## src/hw/rmc_pkg.sv

```systemverilog
package rmc_pkg;
	// ----------------------------------------
	// register offsets
	// ----------------------------------------
	localparam logic [7:0] ADDR_FIXED_MAX_HIGH = 8'ha3;
	localparam logic [7:0] ADDR_OC_WARN_HYS    = 8'ha4;
	localparam logic [7:0] ADDR_STATE_SRC      = 8'ha5;
	localparam logic [7:0] ADDR_WARN_TH        = 8'ha6;
	localparam logic [7:0] ADDR_OT_TH          = 8'ha7;
	localparam logic [7:0] ADDR_PWR_HIGH       = 8'ha9;
	localparam logic [7:0] ADDR_PWR_LOW        = 8'haa;
	localparam logic [7:0] ADDR_FIXED_MAX_LOW  = 8'ha2;
	// ----------------------------------------
	// reset values
	// ----------------------------------------
	localparam logic [7:0] RST_FIXED_MAX_HIGH  = 8'h01;
	localparam logic [7:0] RST_FIXED_MAX_LOW   = 8'hff;
	localparam logic [7:0] RST_OC_WARN_HYS     = 8'h00;
	localparam logic [7:0] RST_STATE_SRC       = 8'h00;
	localparam logic [7:0] RST_WARN_TH         = 8'h8c;
	localparam logic [7:0] RST_OT_TH           = 8'ha5;
	// ----------------------------------------
	// fields
	// ----------------------------------------
	localparam int BIT_IGNORE_LOWEST = 3;
	localparam int BIT_FORCE_LOWEST  = 2;
	localparam int BIT_WARN_SRC      = 1;
	localparam int BIT_OT_SRC        = 0;
	localparam logic [7:0] MASK_STATE_SRC = 8'h0f;
	localparam logic [7:0] MASK_FIXED_HIGH = 8'h01;
	// ----------------------------------------
	// scaling
	// ----------------------------------------
	localparam logic [8:0] FIXED_OFF_CODE     = 9'h000;
	localparam int         FIXED_BASE_MV      = 245;
	localparam int         FIXED_STEP_MV      = 5;
	localparam logic [7:0] TEMP_OFFSET_C      = 8'h28;
	localparam logic [7:0] THRESH_DISABLED    = 8'h00;
	localparam int         HYS_DIVISOR        = 384;
	localparam int         PWR_FULL_CODE      = 1023;
	// power states; lowest is the light-load state
	localparam logic [2:0] STATE_HIGHEST = 3'h0;
	localparam logic [2:0] STATE_LOWEST  = 3'h7;
endpackage

```

## src/hw/rmc_nvm_defaults.sv

```systemverilog
module rmc_nvm_defaults
	import rmc_pkg::*;
(
	// clock and reset
	input  wire logic       ref_clk,
	input  wire logic       reset_n,
	// nonvolatile page image
	input  wire logic       nvm_valid,
	input  wire logic [7:0] nvm_hys,
	input  wire logic [7:0] nvm_state_src,
	input  wire logic [7:0] nvm_warn_th,
	input  wire logic [7:0] nvm_ot_th,
	// chosen defaults and load strobe
	output logic      [7:0] def_hys,
	output logic      [7:0] def_state_src,
	output logic      [7:0] def_warn_th,
	output logic      [7:0] def_ot_th,
	output logic            load_pulse
);
	typedef struct packed {
		logic       done;
		logic       pulse;
		logic [7:0] hys;
		logic [7:0] src;
		logic [7:0] warn;
		logic [7:0] ot;
	} rmc_nvm_state_t;

	rmc_nvm_state_t st;
	rmc_nvm_state_t next_st;

	always_comb begin
		next_st = st;
		next_st.pulse = 1'b0;
		if (!st.done) begin
			next_st.done = 1'b1;
			next_st.pulse = 1'b1;
			if (nvm_valid) begin
				next_st.hys  = nvm_hys;
				next_st.src  = nvm_state_src & MASK_STATE_SRC;
				next_st.warn = nvm_warn_th;
				next_st.ot   = nvm_ot_th;
			end
		end
	end

	// image is caught after reset release, never by the reset itself
	always_ff @(posedge ref_clk) begin
		if (!reset_n) begin
			st <= '{done: 1'b0, pulse: 1'b0, hys: RST_OC_WARN_HYS, src: RST_STATE_SRC,
				warn: RST_WARN_TH, ot: RST_OT_TH};
		end else begin
			st <= next_st;
		end
	end

	assign def_hys       = st.hys;
	assign def_state_src = st.src;
	assign def_warn_th   = st.warn;
	assign def_ot_th     = st.ot;
	assign load_pulse    = st.pulse;
endmodule

```

## src/hw/rmc_rail_regs.sv

```systemverilog
module rmc_rail_regs
	import rmc_pkg::*;
(
	// clock and reset
	input  wire logic       ref_clk,
	input  wire logic       reset_n,
	// register port from the serial host decoder
	input  wire logic [7:0] reg_addr,
	input  wire logic       reg_wr,
	input  wire logic       reg_rd,
	input  wire logic [7:0] reg_wdata,
	output logic      [7:0] reg_rdata,
	output logic            reg_hit,
	// nonvolatile defaults
	input  wire logic       nvm_valid,
	input  wire logic [7:0] nvm_hys,
	input  wire logic [7:0] nvm_state_src,
	input  wire logic [7:0] nvm_warn_th,
	input  wire logic [7:0] nvm_ot_th,
	// power state interface
	input  wire logic       force_highest_state,
	input  wire logic       state_cmd_valid,
	input  wire logic [2:0] state_cmd,
	output logic      [2:0] reported_state,
	output logic      [2:0] operating_state,
	output logic            state_cmd_ack,
	output logic            phase_mgmt_forced,
	// thermal thresholds
	input  wire logic [7:0] link_warn_th,
	input  wire logic [7:0] link_ot_th,
	output logic      [7:0] warn_threshold_c,
	output logic            warn_enable,
	output logic      [7:0] ot_threshold_c,
	output logic            ot_enable,
	// fixed max voltage and hysteresis
	output logic      [8:0] max_fixed_voltage_code,
	output logic      [11:0] max_fixed_target_mv,
	output logic      [7:0] overcurrent_warning_hysteresis,
	// power report
	input  wire logic [9:0] system_power_report
);
	// ----------------------------------------
	// state
	// ----------------------------------------
	typedef struct packed {
		logic [7:0] fix_low;
		logic       fix_high;
		logic [7:0] hys;
		logic [3:0] src;
		logic [7:0] warn;
		logic [7:0] ot;
		logic [7:0] pwr_low_hold;
		logic [7:0] rdata;
		logic [2:0] rep;
		logic [2:0] op;
		logic       ack;
		logic [7:0] warn_c;
		logic       warn_en;
		logic [7:0] ot_c;
		logic       ot_en;
		logic [11:0] target_mv;
	} rmc_regs_state_t;

	rmc_regs_state_t st;
	rmc_regs_state_t next_st;

	logic [7:0] def_hys;
	logic [7:0] def_state_src;
	logic [7:0] def_warn_th;
	logic [7:0] def_ot_th;
	logic       load_pulse;
	logic       ignore_lowest_state;
	logic       force_lowest_state;
	logic [8:0] code;
	logic [7:0] warn_src_val;
	logic [7:0] ot_src_val;

	rmc_nvm_defaults u_defaults (
		.ref_clk       (ref_clk),
		.reset_n       (reset_n),
		.nvm_valid     (nvm_valid),
		.nvm_hys       (nvm_hys),
		.nvm_state_src (nvm_state_src),
		.nvm_warn_th   (nvm_warn_th),
		.nvm_ot_th     (nvm_ot_th),
		.def_hys       (def_hys),
		.def_state_src (def_state_src),
		.def_warn_th   (def_warn_th),
		.def_ot_th     (def_ot_th),
		.load_pulse    (load_pulse)
	);

	assign ignore_lowest_state = st.src[BIT_IGNORE_LOWEST];
	assign force_lowest_state  = st.src[BIT_FORCE_LOWEST];
	assign code = {st.fix_high, st.fix_low};

	assign warn_src_val = st.src[BIT_WARN_SRC] ? st.warn : link_warn_th;
	assign ot_src_val = st.src[BIT_OT_SRC] ? st.ot : link_ot_th;

	// ----------------------------------------
	// next state
	// ----------------------------------------
	always_comb begin
		next_st = st;
		next_st.ack = 1'b0;

		if (load_pulse) begin
			next_st.hys  = def_hys;
			next_st.src  = def_state_src[3:0];
			next_st.warn = def_warn_th;
			next_st.ot   = def_ot_th;
		end

		if (reg_wr) begin
			case (reg_addr)
				ADDR_FIXED_MAX_LOW:  next_st.fix_low = reg_wdata;
				ADDR_FIXED_MAX_HIGH: next_st.fix_high = reg_wdata[0];
				ADDR_OC_WARN_HYS:    next_st.hys = reg_wdata;
				ADDR_STATE_SRC:      next_st.src = reg_wdata[3:0];
				ADDR_WARN_TH:        next_st.warn = reg_wdata;
				ADDR_OT_TH:          next_st.ot = reg_wdata;
				default: begin
				end
			endcase
		end

		next_st.rdata = 8'h00;
		if (reg_rd) begin
			case (reg_addr)
				ADDR_FIXED_MAX_LOW:  next_st.rdata = st.fix_low;
				ADDR_FIXED_MAX_HIGH: next_st.rdata = {7'h00, st.fix_high};
				ADDR_OC_WARN_HYS:    next_st.rdata = st.hys;
				ADDR_STATE_SRC:      next_st.rdata = {4'h0, st.src};
				ADDR_WARN_TH:        next_st.rdata = st.warn;
				ADDR_OT_TH:          next_st.rdata = st.ot;
				ADDR_PWR_HIGH: begin
					next_st.rdata = {6'h00, system_power_report[9:8]};
					next_st.pwr_low_hold = system_power_report[7:0];
				end
				ADDR_PWR_LOW:        next_st.rdata = st.pwr_low_hold;
				default:             next_st.rdata = 8'h00;
			endcase
		end

		if (state_cmd_valid) begin
			next_st.rep = state_cmd;
			next_st.ack = 1'b1;
		end

		if (force_highest_state) begin
			next_st.op = STATE_HIGHEST;
		end else if (force_lowest_state && !ignore_lowest_state) begin
			next_st.op = STATE_LOWEST;
		end else if (ignore_lowest_state && !force_lowest_state && next_st.rep == STATE_LOWEST) begin
			next_st.op = STATE_HIGHEST;
		end else begin
			next_st.op = next_st.rep;
		end

		next_st.warn_c = warn_src_val - TEMP_OFFSET_C;
		next_st.warn_en = (warn_src_val != THRESH_DISABLED);
		next_st.ot_c = ot_src_val - TEMP_OFFSET_C;
		next_st.ot_en = (ot_src_val != THRESH_DISABLED);

		if (code == FIXED_OFF_CODE) begin
			next_st.target_mv = 12'h000;
		end else begin
			next_st.target_mv = 12'(FIXED_BASE_MV) + 12'(code) * 12'(FIXED_STEP_MV);
		end
	end

	// ----------------------------------------
	// registers
	// ----------------------------------------
	always_ff @(posedge ref_clk) begin
		if (!reset_n) begin
			st <= '{fix_low: RST_FIXED_MAX_LOW, fix_high: RST_FIXED_MAX_HIGH[0], hys: RST_OC_WARN_HYS,
				src: RST_STATE_SRC[3:0], warn: RST_WARN_TH, ot: RST_OT_TH, pwr_low_hold: 8'h00,
				rdata: 8'h00, rep: STATE_HIGHEST, op: STATE_HIGHEST, ack: 1'b0, warn_c: 8'h00,
				warn_en: 1'b0, ot_c: 8'h00, ot_en: 1'b0, target_mv: 12'h000};
		end else begin
			st <= next_st;
		end
	end

	// ----------------------------------------
	// outputs
	// ----------------------------------------
	assign reg_rdata = st.rdata;
	assign reg_hit = (reg_addr == ADDR_FIXED_MAX_LOW) || (reg_addr == ADDR_FIXED_MAX_HIGH) ||
		(reg_addr == ADDR_OC_WARN_HYS) || (reg_addr == ADDR_STATE_SRC) || (reg_addr == ADDR_WARN_TH) ||
		(reg_addr == ADDR_OT_TH) || (reg_addr == ADDR_PWR_HIGH) || (reg_addr == ADDR_PWR_LOW);
	assign reported_state = st.rep;
	assign operating_state = st.op;
	assign state_cmd_ack = st.ack;
	// phase management is held on whenever the lowest state is being forced
	assign phase_mgmt_forced = force_lowest_state && !ignore_lowest_state && !force_highest_state;
	assign warn_threshold_c = st.warn_c;
	assign warn_enable = st.warn_en;
	assign ot_threshold_c = st.ot_c;
	assign ot_enable = st.ot_en;
	assign max_fixed_voltage_code = code;
	assign max_fixed_target_mv = st.target_mv;
	assign overcurrent_warning_hysteresis = st.hys;
endmodule

```

## config.mk

```make
export PLATFORM = sky130hd
export DESIGN_NAME = rmc_rail_regs
export DESIGN_NICKNAME = d
export VERILOG_FILES = /design/src/hw/rmc_pkg.sv /design/src/hw/rmc_nvm_defaults.sv /design/src/hw/rmc_rail_regs.sv
export SDC_FILE = /design/constraint.sdc
export NUM_CORES = 1
export LEC_CHECK = 0
export ABC_CLOCK_PERIOD_IN_PS = 2370
export BUFFER_PORTS_ARGS = -buffer_cell sky130_fd_sc_hd__buf_2
export CORE_MARGIN = 1
export CORE_UTILIZATION = 35
export CTS_CLUSTER_SIZE = 20
export DETAILED_ROUTE_END_ITERATION = 6
export HOLD_SLACK_MARGIN = 0.12
export PLACE_DENSITY = 0.61
export SETUP_SLACK_MARGIN = 0.05
export SYNTH_ARGS = -nofsm -noshare
export SYNTH_HDL_FRONTEND = slang
export SYNTH_SLANG_ARGS = --single-unit
export TNS_END_PERCENT = 100
```

## constraint.sdc

```tcl
create_clock -name ref_clk -period 2.37 [get_ports ref_clk]
set_input_delay 0.237 -clock ref_clk [delete_from_list [all_inputs] [get_ports ref_clk]]
set_output_delay 0.237 -clock ref_clk [all_outputs]
set_load 0.02 [all_outputs]
```

-- Yosys cells after proc, flatten, opt, wreduce, memory -nomap -nowiden
Cells that the tools add are included.
- bits in registers: 120
- bits in latches: 0
- memory bits (writable): 0
- bits in read-only memories: 0
- input bits: 84
- output and inout bits: 64
- logic and storage cells: 76
- memories: 0
- add/sub/neg operators: 3
- multipliers: 1
- div/mod/pow operators: 0
- order comparisons: 0
- equality and inequality tests: 9
- shift operators: 0
- mux-type cells: 15
- bitwise gates (word level): 2
- reductions and logical operators: 24
- operator list (cell ; count):
    $eq 8x8->1 const B ; 8
    $pmux 8 s8 ; 1
    $mux 28 ; 2
    $mux 8 ; 5
    $mux 33 ; 1
    $mux 32 ; 1
    $reduce_bool 8->1 ; 2
    $sub 8x6->8 const B ; 2
    $add 8x12->12 const A ; 1
    $mul 9x3->12 const B ; 1
    $reduce_and 2->1 ; 5
    $logic_not 9->1 ; 1
    $mux 3 ; 3
    $logic_or 1x1->1 ; 7
    $logic_and 1x1->1 ; 4
    $mux 4 ; 1
    $reduce_or 2->1 ; 2
    $eq 3x3->1 const B ; 1
    $logic_not 1->1 ; 3
    $not 1->1 ; 2
    $mux 1 ; 1

-- Logic depth before layout (Yosys ltp)
- depth after elaboration: 8
- mapped depth: 9
- mapped depth without buffers: 9

-- Modules after synthesis
Synthesis repeated with hierarchy kept, for this count alone.
- cell total of the unflattened synthesis: 717
- area total of the unflattened synthesis: 6595.1 um2
- by module, submodules not included (module ; instances ; cells an instance ; area an instance (um2) ; sequential area each (um2)):
    rmc_rail_regs ; 1 ; 558 ; 5153.7 ; 1801.7
    rmc_nvm_defaults ; 1 ; 159 ; 1441.4 ; 600.6

-- Least setup slack after synthesis
No wires, ideal clock.
- path type: reg-to-reg
- start point: register st (netlist bit max_fixed_voltage_code[4])
- end point: register st (netlist bit max_fixed_target_mv[10])
- arrival: 2.207 ns
- data required time: 2.242 ns
- slack: 0.036 ns
- cell stages (with the launch flop): 10
- path buffers: 0
- cell sequence: dfxtp_1 inv_1 fa_1 inv_1 ha_1 and3_1 o21a_1 a311oi_1 xor2_1 nor2_1
- cells in the longest elaborated chain, start to end: 2
- ends and longest elaborated chain (what ; line ; RTL):
    start: declaration ; rmc_rail_regs.sv:64 ; rmc_regs_state_t st;
    start signal: assignment ; rmc_rail_regs.sv:177 ; st <= '{fix_low: RST_FIXED_MAX_LOW, fix_high: RST_FIXED_MAX_HIGH[0], hys: RST_OC_WARN_HYS,
    start signal: assignment ; rmc_rail_regs.sv:182 ; st <= next_st;
    $mul 9x3->12 / $logic_not 9->1 (equally long branches) ; rmc_rail_regs.sv:168, rmc_rail_regs.sv:165 ;
    $add 8x12->12 / $reduce_or 2->1 (equally long branches) ; - ;
Parallel ways exist; a longest one is shown, timed or not.
A chain may end at the register's enable or synchronous reset.

-- Worst setup path after layout
- start point: register st (netlist bit max_fixed_voltage_code[6])
- end point: register st (netlist bit max_fixed_target_mv[10])
Same word-level chain as after synthesis.

==> flow_metrics.py <==
metrics = {
    "outcome": {
        "status": "finished, final reports clean",
    },
    "setup_path": {
        "slowest_delay_ns": 0.33,
        "crit_type": "flip-flop to flip-flop",
        "critPathTopFamily": "adder cells",
        "worstReg2RegStart": "max_fixed_voltage_code[6]",
        "crit_path_start": "max_fixed_voltage_code[6]",
        "cpMostUsedCell": "ha_1",
        "start_kind": "flip-flop",
        "required_ns": 2.69,
        "cp-end-kind": "flip-flop",
        "slowest_stage": "dfxtp_2",
        "arrival_ns": 2.56,
        "path_max_fanout": 4,
        "crit_chain": "ha_1 -> ha_1 -> ha_1 -> a21o_1 -> o21a_1 -> a311oi_2 -> xor2_1 -> nor2_1",
        "path_buf_inv": 0,
    },
    "floorplan": {
        "rows": 48,
        "coreArea_um2": 17400,
        "floorplan.initialDensity_pct": 36.0,
        "dieHeight_um": 136,
        "die_area_um2": 18400,
        "die_width_um": 136,
        "num_io_pins": 148,
    },
    "global_routing": {
        "grt_pass1_vias": 4762,
        "antenna_found_initial": 4,
        "grt_max_degree": 35,
        "grt_pass1_wl_mm": 25.4,
        "grt.total_usage_pct": 18.2,
        "overflow": 0,
    },
    "run": {
        "drv_cap": 0,
    },
    "final_layout": {
        "regMostFlops": "st",
        "area_growth_pct": 26.4,
        "fin_cells": 1065,
        "fillers": 1695,
        "fin_area_um2": 7900,
        "post-route-util_pct": 45.5,
        "nNetsFinal": 934,
        "largest_register_ffs": 26,
        "layout-drive-gt1-share_pct": 26.5,
    },
    "logic_synthesis": {
        "synth_edf_count": 0,
        "synth_area_um2": 6250,
        "syn_inst": 691,
        "syn_area_per_cell_um2": 9.04,
        "netlist.area_leader.share_pct": 38.4,
        "yosys.area.top_type": "dfxtp_1",
        "yosys-top-cells-area": "dfxtp_1, mux2i_1, buf_4",
        "synth_fp_nets": 800,
        "ys_seq_elements": 120,
        "synth_cell_type_count": 54,
        "synthArstFlopShare_pct": 0,
        "synth_ff_type": "dfxtp_1",
        "yosys_warnings": 0,
        "yosysSeqAreaShare_pct": 38.4,
    },
    "power": {
        "power.share.switching_pct": 23.8,
        "power_frac_seq_pct": 39.9,
        "powerDensity_nw_per_um2": 679,
        "p_leak_nw": 3.71,
        "vdd_drop_max_mv": 0.451,
        "switchingPower_w": 0.00128,
        "power.internal_w": 0.00408,
        "p_comb_share_pct": 10.0,
        "clkPwrFrac_pct": 50.1,
    },
    "detailed_routing": {
        "wirelength_mm": 16.5,
        "drt_pass1_iterations": 5,
        "wl_per_cell_um": 15.5,
        "drc_errors": 0,
        "drt_iter0_markers": 328,
        "ant_nets": 0,
        "vias": 5125,
        "viasPerCell": 4.81,
    },
    "placed_design": {
        "dpl_cell_area_um2": 6800,
        "io_buffers": 143,
        "routabilityCongestion": 0.812,
        "dp_hpwl_mm": 12.1,
        "dp.cells": 987,
    },
    "min_path": {
        "hold_start": "reg_wdata[6]",
        "hold_class": "input port to flip-flop",
    },
    "timing": {
        "maxSlewViolCount": 0,
        "setup_viol": 0,
        "worst-slew-pin-transition_ns": 0.696,
        "grt_setup_unrepaired": "true",
        "finalClockSkew_ns": 0.0110,
        "finalHoldViolCount": 0,
        "timing.hold.ws_ns": 0.134,
        "relSlewSlack_pct": 53.5,
        "fmax_mhz": 447,
        "layout_min_cycle_time_ns": 2.24,
        "finalCritPeriodShare_pct": 94.5,
    },
    "clock_network": {
        "clk_latency_ns": 0.43,
        "cts_buffers": 17,
        "htreeDepth": 4,
        "cts_buffer_depth": 2,
        "clkSinkCount": 120,
        "cts_root_buf": "clkbuf_16",
        "clk_pin_slew_ns": 0.06,
        "cts_tree": "done",
    },
}
## routing by layer
layer	up-vias	global-route usage (%)	part of all wire (%)
met5	-	0	0.079
met4	2	7.80	2.3
met3	29	4.79	6.0
met2	148	27.1	44
met1	2361	24.7	48
li1	2585	-	-
## final cells by class
class | count | area (um2) | share of cell area, %
Inverter | 20 | 75.1 | 0.950
Timing Repair Buffer | 211 | 1340 | 16.9
Clock inverter | 10 | 143 | 1.81
Tap cell | 225 | 282 | 3.56
Multi-Input combinational cell | 455 | 3180 | 40.2
Clock buffer | 21 | 470 | 5.96
Sequential cell | 120 | 2410 | 30.5
Antenna cell | 3 | 7.51 | 0.0950
## Yosys cell counts, types with 7 or more instances
master	n
xor2_1	7
a21boi_0	21
nand3_1	10
o211a_1	25
ha_1	21
xnor2_1	10
and2_1	7
buf_2	11
a21oi_1	17
clkbuf_1	17
mux2i_1	56
nor2b_1	25
nor2_1	37
o211ai_1	11
dfxtp_1	120
o21ai_0	19
nand2_1	108
inv_1	20
a211oi_1	9
buf_4	61
nor3_1	8
## kinds of logic after synthesis
group	after synthesis	share of synthesized area, %
buf+inv	116	11.2
xor+xnor	17	2.38
flops	120	38.4
mux	61	10.4
compound gates	125	14.5
fa+ha+maj	25	5.49
simple gates	227	17.5
## through the flow
| stage | power [W] | TNS (ns) | setup WS [ns] |
|---|---|---|---|
| after floorplan | 0.00252 | 0 | 0.107 |
| after global placement | 0.00266 | -0.00372 | -0.00372 |
| after detailed placement | 0.00266 | -0.0591 | -0.0382 |
| after CTS | 0.00540 | 0 | 0.0740 |
| after global routing | 0.00554 | 0 | 0.0332 |
| final | 0.00536 | 0 | 0.131 |
## cell usage in the layout, fill, tap and decap left out, drive strengths merged, types with 4 or more instances in the layout
| cell type | instances |
|---|---|
| o211a | 25 |
| inv | 22 |
| nand2 | 108 |
| and3 | 5 |
| nand2b | 5 |
| nor2b | 27 |
| a21oi | 17 |
| clkinv | 4 |
| fa | 4 |
| dfxtp | 120 |
| ha | 21 |
| nor4 | 4 |
| nor3 | 8 |
| o211ai | 11 |
| a21boi | 21 |
| clkbuf | 21 |
| xnor2 | 10 |
| a31oi | 6 |
| xor2 | 7 |
| o21ai | 19 |
| nor2 | 38 |
| buf | 167 |
| nand3 | 12 |
| dlygate4sd3 | 44 |
| and2 | 10 |
| a211oi | 9 |
| mux2i | 56 |
## worst register-to-register path, delay by kind of cell, from the launching register on
kind                     cells  cell delay (ns)
flip-flops                   1             0.33
XOR/XNOR                     1             0.17
AND/OR/NAND/NOR              1             0.05
adder cells (fa/ha/maj)      3             0.89
AO/OA/AOI/OAI                3             0.69
## what timing repair did
item | CTS | global route
pin swaps | 1 | 4
gates resized for setup | 6 | 5
setup endpoints to repair | 5 | 3
setup buffers | 0 | 0
hold buffers | 44 | 0
endpoints found under the hold margin | 46 | 0
## final timing paths
path / end / slack [ns] / cells after the start
max: max_fixed_target_mv[10] / 0.13 / 8
min: st[67] / 0.13 / 2
max reg2reg: max_fixed_target_mv[10] / 0.13 / 8
min reg2reg: u_defaults.load_pulse / 0.44 / 1
## power by group through the flow
stage	Combinational (W)	Sequential [W]	Clock (W)
after floorplan	0.000349	0.00217	0
after global placement	0.000479	0.00218	0
after detailed placement	0.000481	0.00218	0
after CTS	0.000540	0.00214	0.00272
after global routing	0.000591	0.00215	0.00280
final	0.000538	0.00214	0.00269
No activity file was read; power rests on OpenSTA's default activity.
